`config.mk`:
```
export PLATFORM = sky130hd
export DESIGN_NAME = aofc_top
export DESIGN_NICKNAME = d
export VERILOG_FILES = /design/src/hdl/aofc_pkg.sv /design/src/hdl/aofc_top.sv /design/src/hdl/aofc_serial_port.sv
export VERILOG_INCLUDE_DIRS = /design/src /design/src/hdl
export SDC_FILE = /design/constraint.sdc
export NUM_CORES = 1
export LEC_CHECK = 0
export ABC_AREA = 0
export ABC_CLOCK_PERIOD_IN_PS = 3900
export BUFFER_PORTS_ARGS = -buffer_cell sky130_fd_sc_hd__buf_2
export CAP_MARGIN = 30
export CORE_ASPECT_RATIO = 0.9
export CORE_MARGIN = 5
export CORE_UTILIZATION = 51
export DETAILED_ROUTE_END_ITERATION = 8
export GPL_TIMING_DRIVEN = 0
export PLACE_DENSITY = 0.79
export SYNTH_ARGS = -nofsm -noshare
export SYNTH_HDL_FRONTEND = slang
export SYNTH_SLANG_ARGS = --single-unit
```
`constraint.sdc`:
```
create_clock -name clk -period 3.9 [get_ports clk]
set_input_delay 0.39 -clock clk [delete_from_list [all_inputs] [get_ports clk]]
set_output_delay 0.39 -clock clk [all_outputs]
set_load 0.005 [all_outputs]
```
`src/hdl/aofc_defines.svh`:
```
/*
  Register offsets, field positions, reset values and fixed patterns for the
  converter output format configuration block.
  Assumes inclusion by bare name from design files of this block.
*/
`ifndef AOFC_DEFINES_SVH
`define AOFC_DEFINES_SVH

`define AOFC_ADDR_RESET 7'h00
`define AOFC_ADDR_OUT_DRIVE 7'h03
`define AOFC_ADDR_DATA_FMT 7'h04
`define AOFC_REG_RESET_VAL 8'h00
`define AOFC_SOFT_RESET_BIT 7
`define AOFC_FMT_BIT_LO 0
`define AOFC_FMT_BIT_HI 1
`define AOFC_TRISTATE_BIT 2
`define AOFC_TERM_BIT 3
`define AOFC_CUR_BIT_LO 4
`define AOFC_CUR_BIT_HI 6
`define AOFC_CODING_BIT 0
`define AOFC_SCRAMBLE_BIT 1
`define AOFC_ALTPOL_BIT 2
`define AOFC_TEST_BIT_LO 3
`define AOFC_TEST_BIT_HI 5
`define AOFC_OUT_DRIVE_MASK 8'h7f
`define AOFC_DATA_FMT_MASK 8'h3f
`define AOFC_CMD_BITS 16
`define AOFC_PAT_ZERO 14'h0000
`define AOFC_PAT_ONE 14'h3fff
`define AOFC_PAT_CHECK_A 14'h2aaa
`define AOFC_PAT_CHECK_B 14'h1555
`define AOFC_PAT_ALT_A 14'h0000
`define AOFC_PAT_ALT_B 14'h3fff
`define AOFC_SCR_MASK 14'h3ffe
`define AOFC_ALT_MASK 14'h2aaa
`define AOFC_CODING_FLIP 14'h2000

`endif

```
`src/hdl/aofc_pkg.sv`:
```
/*
  Types shared by the output format configuration block.
  Assumes the defines header is compiled alongside.
*/
package aofc_pkg;

  typedef enum logic [1:0] {
    AOFC_FMT_CMOS = 2'b00,
    AOFC_FMT_DDR_DIFF = 2'b01,
    AOFC_FMT_DDR_CMOS = 2'b10,
    AOFC_FMT_UNUSED = 2'b11
  } aofc_format_type;

  typedef enum logic [1:0] {
    AOFC_ST_IDLE = 2'b00,
    AOFC_ST_SHIFT = 2'b01,
    AOFC_ST_READ = 2'b10
  } aofc_state_type;

  typedef struct packed {
    aofc_format_type output_format_select;
    logic [2:0] diff_drive_current;
    logic internal_term_enable;
    logic output_tristate;
    logic alternate_polarity_enable;
    logic data_scramble_enable;
    logic coding_select;
    logic [2:0] test_pattern_select;
  } aofc_config_type;

  typedef struct packed {
    logic [13:0] data;
    logic valid;
  } aofc_sample_type;

endpackage

```
`src/hdl/aofc_top.sv`:
```
/*
  Output format configuration of a sampling converter: two mode registers
  reached over the serial port, and the output stage controls and data path
  they steer.
  Assumes the converted word arrives as a synchronous 14-bit offset binary
  value with a valid strobe, and that the pad ring obeys the enable outputs.
*/
// What this block does
// - The output-mode register sits at address 03h and the data-format register at 04h, 8 bits each.
// - Bits 1-0 of the output-mode register pick full-rate CMOS, DDR differential or DDR CMOS; 11 is unused.
// - Bits 6-4 of the output-mode register set the differential driver current from 1.75mA to 4.5mA.
// - Bit 3 turns on internal termination and scales the driver current by 1.6.
// - Bit 2 of the output-mode register drops data_oe and puts the data outputs in high impedance; sdo_oe does not follow it.
// - Bit 2 of the data-format register turns on alternate bit polarity on the output data.
// - Bit 1 of the data-format register turns on the output data randomizer.
// - Bit 0 of the data-format register selects offset binary when zero and two's complement when one.
// - Alternate polarity forces offset binary whatever the coding bit says.
// - Bit 7 of the output-mode register does nothing and writes to it are dropped.
// - A serial command writes the data to the addressed register when the flag is low and reads it back when high.
// - A software reset clears every mode register to 00h and its own bit clears itself.
`timescale 1ns/1ps
`include "aofc_defines.svh"

module aofc_top (
  input wire logic clk,
  input wire logic rst_n,
  input wire logic sel_n,
  input wire logic sclk,
  input wire logic sdi,
  input wire aofc_pkg::aofc_sample_type sample_in,
  output logic sdo_o,
  output logic sdo_oe,
  output aofc_pkg::aofc_config_type cfg,
  output logic [13:0] data_out,
  output logic data_valid,
  output logic data_oe,
  output logic [4:0] drive_current_ua_x100
);

  typedef struct packed {
    logic [7:0] out_drive;
    logic [7:0] data_fmt;
    logic soft_reset;
    logic [13:0] data;
    logic valid;
    logic oe;
    logic [4:0] cur;
    logic check_phase;
    logic sdo_oe;
  } aofc_top_state_type;

  aofc_top_state_type s_q;
  aofc_top_state_type s_d;
  logic [6:0] sp_addr;
  logic [7:0] sp_wr_data;
  logic sp_wr_stb;
  logic sp_sdo_oe;
  logic [7:0] rd_data;
  logic [13:0] word;

  // Current in units of 0.25mA; 1.75mA rounds to 7 (1.75/0.25 exact).
  function automatic logic [4:0] base_current(input logic [2:0] code);
    case (code)
      3'h0: base_current = 5'h0e;
      3'h1: base_current = 5'h10;
      3'h2: base_current = 5'h12;
      3'h4: base_current = 5'h0c;
      3'h5: base_current = 5'h0a;
      3'h6: base_current = 5'h08;
      3'h7: base_current = 5'h07;
      default: base_current = 5'h0e;
    endcase
  endfunction

  function automatic aofc_pkg::aofc_config_type decode(input logic [7:0] od, input logic [7:0] df);
    decode.output_format_select = aofc_pkg::aofc_format_type'(od[1:0]);
    decode.diff_drive_current = od[`AOFC_CUR_BIT_HI:`AOFC_CUR_BIT_LO];
    decode.internal_term_enable = od[`AOFC_TERM_BIT];
    decode.output_tristate = od[`AOFC_TRISTATE_BIT];
    decode.alternate_polarity_enable = df[`AOFC_ALTPOL_BIT];
    decode.data_scramble_enable = df[`AOFC_SCRAMBLE_BIT];
    decode.coding_select = df[`AOFC_CODING_BIT];
    decode.test_pattern_select = df[`AOFC_TEST_BIT_HI:`AOFC_TEST_BIT_LO];
  endfunction

  aofc_serial_port u_port (
    .clk(clk),
    .rst_n(rst_n),
    .sel_n(sel_n),
    .sclk(sclk),
    .sdi(sdi),
    .rd_data(rd_data),
    .addr(sp_addr),
    .wr_data(sp_wr_data),
    .wr_stb(sp_wr_stb),
    .sdo_oe(sp_sdo_oe)
  );

  always_comb begin
    aofc_pkg::aofc_config_type c;
    logic [5:0] scaled;
    c = decode(s_q.out_drive, s_q.data_fmt);
    scaled = 6'h00;
    word = sample_in.data;
    rd_data = 8'h00;
    s_d = s_q;
    s_d.sdo_oe = sp_sdo_oe;
    // Read back is combinational on the address so the port can shift it out.
    if (sp_addr == `AOFC_ADDR_OUT_DRIVE) begin
      rd_data = s_q.out_drive;
    end else if (sp_addr == `AOFC_ADDR_DATA_FMT) begin
      rd_data = s_q.data_fmt;
    end
    // A software reset takes one cycle; the bit is never stored as one for longer.
    s_d.soft_reset = 1'b0;
    if (s_q.soft_reset) begin
      s_d.out_drive = `AOFC_REG_RESET_VAL;
      s_d.data_fmt = `AOFC_REG_RESET_VAL;
    end else if (sp_wr_stb) begin
      if (sp_addr == `AOFC_ADDR_RESET) begin
        s_d.soft_reset = sp_wr_data[`AOFC_SOFT_RESET_BIT];
      end else if (sp_addr == `AOFC_ADDR_OUT_DRIVE) begin
        s_d.out_drive = sp_wr_data & `AOFC_OUT_DRIVE_MASK;
      end else if (sp_addr == `AOFC_ADDR_DATA_FMT) begin
        s_d.data_fmt = sp_wr_data & `AOFC_DATA_FMT_MASK;
      end
    end
    // Scaled by 1.6 as 8/5, truncated to quarter-milliamp steps.
    // The product is formed on ten bits because 18 times 8 would wrap on six.
    scaled = {1'b0, base_current(c.diff_drive_current)};
    if (c.internal_term_enable) begin
      s_d.cur = 5'(({4'h0, scaled} * 10'h008) / 10'h005);
    end else begin
      s_d.cur = scaled[4:0];
    end
    s_d.oe = ~c.output_tristate;
    if (!c.alternate_polarity_enable && c.coding_select) begin
      word = word ^ `AOFC_CODING_FLIP;
    end
    if (c.data_scramble_enable) begin
      word = word ^ ({14{word[0]}} & `AOFC_SCR_MASK);
    end
    if (c.alternate_polarity_enable) begin
      word = word ^ `AOFC_ALT_MASK;
    end
    if (sample_in.valid) begin
      s_d.check_phase = ~s_q.check_phase;
    end
    case (c.test_pattern_select)
      3'h1: word = `AOFC_PAT_ZERO;
      3'h3: word = `AOFC_PAT_ONE;
      3'h5: word = s_q.check_phase ? `AOFC_PAT_CHECK_B : `AOFC_PAT_CHECK_A;
      3'h7: word = s_q.check_phase ? `AOFC_PAT_ALT_B : `AOFC_PAT_ALT_A;
      default: word = word;
    endcase
    s_d.valid = sample_in.valid;
    if (sample_in.valid) begin
      s_d.data = word;
    end
  end

  always_ff @(posedge clk) begin
    if (!rst_n) begin
      s_q <= '0;
    end else begin
      s_q <= s_d;
    end
  end

  assign sdo_o = 1'b0;
  assign sdo_oe = s_q.sdo_oe;
  assign cfg = decode(s_q.out_drive, s_q.data_fmt);
  assign data_out = s_q.data;
  assign data_valid = s_q.valid;
  assign data_oe = s_q.oe;
  assign drive_current_ua_x100 = s_q.cur;

endmodule // aofc_top

```
`src/hdl/aofc_serial_port.sv`:
```
/*
  Serial command port: a 16-bit frame of read flag, 7 address bits and 8 data
  bits, most significant first, sampled on the rising edge of the serial clock.
  Assumes all serial pins are synchronous to clk and sclk rises at most every
  other clk; the select is active low and frames each command.
*/
`timescale 1ns/1ps
`include "aofc_defines.svh"

module aofc_serial_port (
  input wire logic clk,
  input wire logic rst_n,
  input wire logic sel_n,
  input wire logic sclk,
  input wire logic sdi,
  input wire logic [7:0] rd_data,
  output logic [6:0] addr,
  output logic [7:0] wr_data,
  output logic wr_stb,
  output logic sdo_oe
);

  typedef struct packed {
    aofc_pkg::aofc_state_type st;
    logic sclk_prev;
    logic [4:0] cnt;
    logic [15:0] sh;
    logic [7:0] rd_sh;
    logic [6:0] addr;
    logic [7:0] wr_data;
    logic wr_stb;
    logic sdo_oe;
  } aofc_sp_state_type;

  aofc_sp_state_type s_q;
  aofc_sp_state_type s_d;
  logic rise;

  always_comb begin
    s_d = s_q;
    s_d.wr_stb = 1'b0;
    s_d.sclk_prev = sclk;
    rise = sclk & ~s_q.sclk_prev;
    if (sel_n) begin
      s_d.st = aofc_pkg::AOFC_ST_IDLE;
      s_d.cnt = 5'h00;
      s_d.sdo_oe = 1'b0;
    end else begin
      case (s_q.st)
        aofc_pkg::AOFC_ST_IDLE: begin
          s_d.st = aofc_pkg::AOFC_ST_SHIFT;
          s_d.cnt = 5'h00;
        end
        aofc_pkg::AOFC_ST_SHIFT: begin
          if (rise) begin
            s_d.sh = {s_q.sh[14:0], sdi};
            s_d.cnt = s_q.cnt + 5'h01;
            if (s_q.cnt == 5'h07) begin
              // Read flag high: latch the register and shift it out, no write.
              if (s_q.sh[6]) begin
                s_d.addr = {s_q.sh[5:0], sdi};
                s_d.st = aofc_pkg::AOFC_ST_READ;
              end
            end
            if (s_q.cnt == 5'h0f) begin
              s_d.addr = s_q.sh[13:7];
              s_d.wr_data = {s_q.sh[6:0], sdi};
              s_d.wr_stb = 1'b1;
              s_d.st = aofc_pkg::AOFC_ST_IDLE;
            end
          end
        end
        aofc_pkg::AOFC_ST_READ: begin
          // Open drain: pull low for a zero bit, release for a one.
          if (s_q.cnt == 5'h08 && !s_q.sdo_oe && rise) begin
            s_d.rd_sh = {rd_data[6:0], 1'b0};
            s_d.sdo_oe = ~rd_data[7];
            s_d.cnt = s_q.cnt + 5'h01;
          end else if (s_q.cnt == 5'h08 && !rise) begin
            s_d.rd_sh = rd_data;
            s_d.sdo_oe = ~rd_data[7];
          end else if (rise && s_q.cnt < 5'h10) begin
            s_d.sdo_oe = ~s_q.rd_sh[7];
            s_d.rd_sh = {s_q.rd_sh[6:0], 1'b0};
            s_d.cnt = s_q.cnt + 5'h01;
          end else if (s_q.cnt >= 5'h10) begin
            s_d.sdo_oe = 1'b0;
          end
        end
        default: begin
          s_d.st = aofc_pkg::AOFC_ST_IDLE;
        end
      endcase
    end
  end

  always_ff @(posedge clk) begin
    if (!rst_n) begin
      s_q <= '0;
    end else begin
      s_q <= s_d;
    end
  end

  assign addr = s_q.addr;
  assign wr_data = s_q.wr_data;
  assign wr_stb = s_q.wr_stb;
  assign sdo_oe = s_q.sdo_oe;

endmodule // aofc_serial_port

```
==> flow_summary.toml <==
[global_routing]
grt_pass1_vias = 4002
grt_antenna_before_repair = 0
globalRouteTotalUtil_pct = 20.32
grt_pass1_wl_um = 18910
grt_max_degree = 15
gr-total-overflow = 0

[synthesis]
synth_top_flop_cell = "dfxtp_1"
synth_edf_count = 0
async_reset_ff_share_pct = 0
netlist_instances = 586
synth_area_um2 = 4687
synthDistinctLibCells = 66
syn_area_per_cell_um2 = 7.998
ys_seq_elements = 84
synth_warnings = 0
yosysTopAreaCell = "dfxtp_1"
synth_area_leaders = "dfxtp_1 36%, a21oi_1 7.4%, nor2_1 6.0%, nand2_1 5.5%, buf_4 5.4%"
ys_seq_area_share_pct = 35.88
syn_nets = 618
yosysTopAreaCellShare_pct = 35.88

[drt]
vias = 4220
drcViolationCount = 0
wire_per_inst_um = 14.55
ant_nets = 0
wirelength_um = 11310
drt-initial-drc-count = 470
drtPass1Iterations = 5
vias_per_cell = 5.431

[cts]
clkSlewWorstSetupHoldPaths_ns = 0.09
ctsRootBufferMaster = "clkbuf_8"
ctsHoldBuffers = 0
cts_buffers = 9
cts_htree_levels = 3
clk_latency_ns = 0.36
cts_max_path_buffers = 2
cts_tree = "built"
cts.sinks = 84

[sta]
worst_clock_skew_ns = 0.01291
setup-violations-final = 0
fmax_ghz = 0.2703
hold_viol_final = 0
maxSlewViolCount = 0
relSlewSlack_pct = 41.66
worst_pin_slew_ns = 0.8679
period_minus_slack_ns = 3.700
finalSetupTns_ns = 0
period_share_pct = 94.87
timing.final.ws_setup_ns = 0.2002

[layout]
n_antenna_cell = 0
drive_above_1_share_pct = 24.12
layout_commonest_cell = "dfxtp_1"
fin_util_pct = 60.07
nets = 682
design_area_um2 = 5431
final_cell_mix = "82 x dfxtp_1, 74 x nor2_1, 69 x nand2_1"
areaGrowthSynthToFinish_pct = 15.88

[power]
power_mw = 1.780
p_leak_nw = 2.125
p_per_area_nw_per_um2 = 327.7
vdd_ir_drop_max_mv = 0.1849

[setup_path]
end_kind = "flop"
required_ns = 4.18
path_class = "reg2reg"
cp-start-kind = "flop"
crit_arrival_ns = 3.98
path_max_fanout = 10

[floorplan]
core_um2 = 9042
initial_utilization_pct = 51.83
die_w_um = 111.1
placementRows = 33
pin_count = 56
die_height_um = 100.9
dieArea_um2 = 11210

[placed_design]
placed_cell_area_um2 = 5105
numPortBuffers = 53
hpwl_um = 8327
gp_congestion = 0.8957
pre_cts_slack_ns = -0.6505

[job]
maxCapViolCount = 0

[status]
run_status = "completed"

[worst_hold_path]
hold_class = "in2reg"
-- synthesized netlist by cell type (13+ instances only) --
cell type / n
a21oi_1: 69
buf_4: 34
clkbuf_1: 26
dfxtp_1: 84
inv_1: 16
mux2i_1: 14
nand2_1: 69
nand3_1: 22
nor2_1: 75
o21ai_0: 16
o221a_2: 13
xor2_1: 17
-- cells by family (layout without fill, tap and decap cells) --
kind of cell	Yosys count	count (layout)	share of synthesized area, %
buf+inv	88	157	10.94
compound gates	143	143	20.26
simple gates	219	219	21.86
other cells	1	1	0.08001
xor+xnor	23	23	4.298
mux	16	16	3.470
flops	84	84	35.88
fa+ha+maj	12	12	3.203
-- per-layer routing --
metal	GRT usage [%]	wire [um]	vias up
met2	32.32	5105	164
met3	6.182	847	17
met5	0	0	-
li1	-	-	2124
met1	26.86	5215	1915
met4	5.987	136	0
-- sequential cells by signal, indices dropped and copies added, names as in the netlist --
| register | cells |
|---|---|
| s_q | 2 |
| u_port.addr | 7 |
| data_valid | 1 |
| u_port.s_q | 30 |
| cfg | 13 |
| u_port.wr_data | 8 |
| u_port.sdo_oe | 1 |
| data_oe | 1 |
| sdo_oe | 1 |
| drive_current_ua_x100 | 5 |
| u_port.wr_stb | 1 |
| data_out | 14 |
-- critical path, stage by stage (launching register included) --
cell	delay, ns
dfxtp_1	0.38
buf_4	0.19
clkbuf_8	0.18
clkbuf_8	0.18
xnor2_1	0.09
nor2_1	0.19
inv_1	0.06
ha_1	0.23
buf_2	0.21
and2_1	0.23
o41ai_4	0.33
and2_4	0.23
inv_1	0.04
ha_1	0.29
nand2_1	0.11
a21oi_2	0.06
a2111o_1	0.42
a31oi_1	0.19
-- power breakdown --
group | total [mW] | internal (mW) | leakage [nW] | switching, mW
clock | 0.784 | 0.463 | 0.126 | 0.322
combinational | 0.112 | 0.0560 | 1.31 | 0.0563
sequential | 0.883 | 0.874 | 0.684 | 0.00964
total | 1.78 | 1.39 | 2.12 | 0.388
-- through the flow --
stage                     hold WS (ns)  std cells
after global placement          0.4420        761
after floorplan                 0.4260        586
final                           0.2553        777
after detailed placement        0.4588        761
after CTS                       0.2435        776
after global routing            0.2442        777
-- final timing paths --
kind                startpoint                       end  slack [ns]  cells after the start
max                     cfg[9]  drive_current_ua_x100[0]        0.20                     17
min                       sclk            u_port.s_q[46]        0.26                      2
max reg2reg             cfg[9]  drive_current_ua_x100[0]        0.20                     17
min reg2reg  u_port.wr_data[7]                   s_q[23]        0.46                      2
-- layout make-up --
| type | count | area, um2 |
|---|---|---|
| clock inverters | 5 | 106.4 |
| plain buffers | 71 | 470.5 |
| flip-flops and latches | 84 | 1684 |
| inverters | 16 | 60.06 |
| clock buffers | 11 | 151.4 |
| well taps | 122 | 152.6 |
| multi-input cells | 414 | 2534 |
| fillers | 767 | 3611 |
| repair buffers | 54 | 272.8 |
-- timing repair --
item / 4_1_cts / 5_1_grt
setup endpoints to repair: 2 / 2
pin swaps: 0 / 4
setup buffers: 0 / 1
gates cloned: 0 / 0
gates resized for setup: 8 / 19
(Power assumes the default switching activity.)
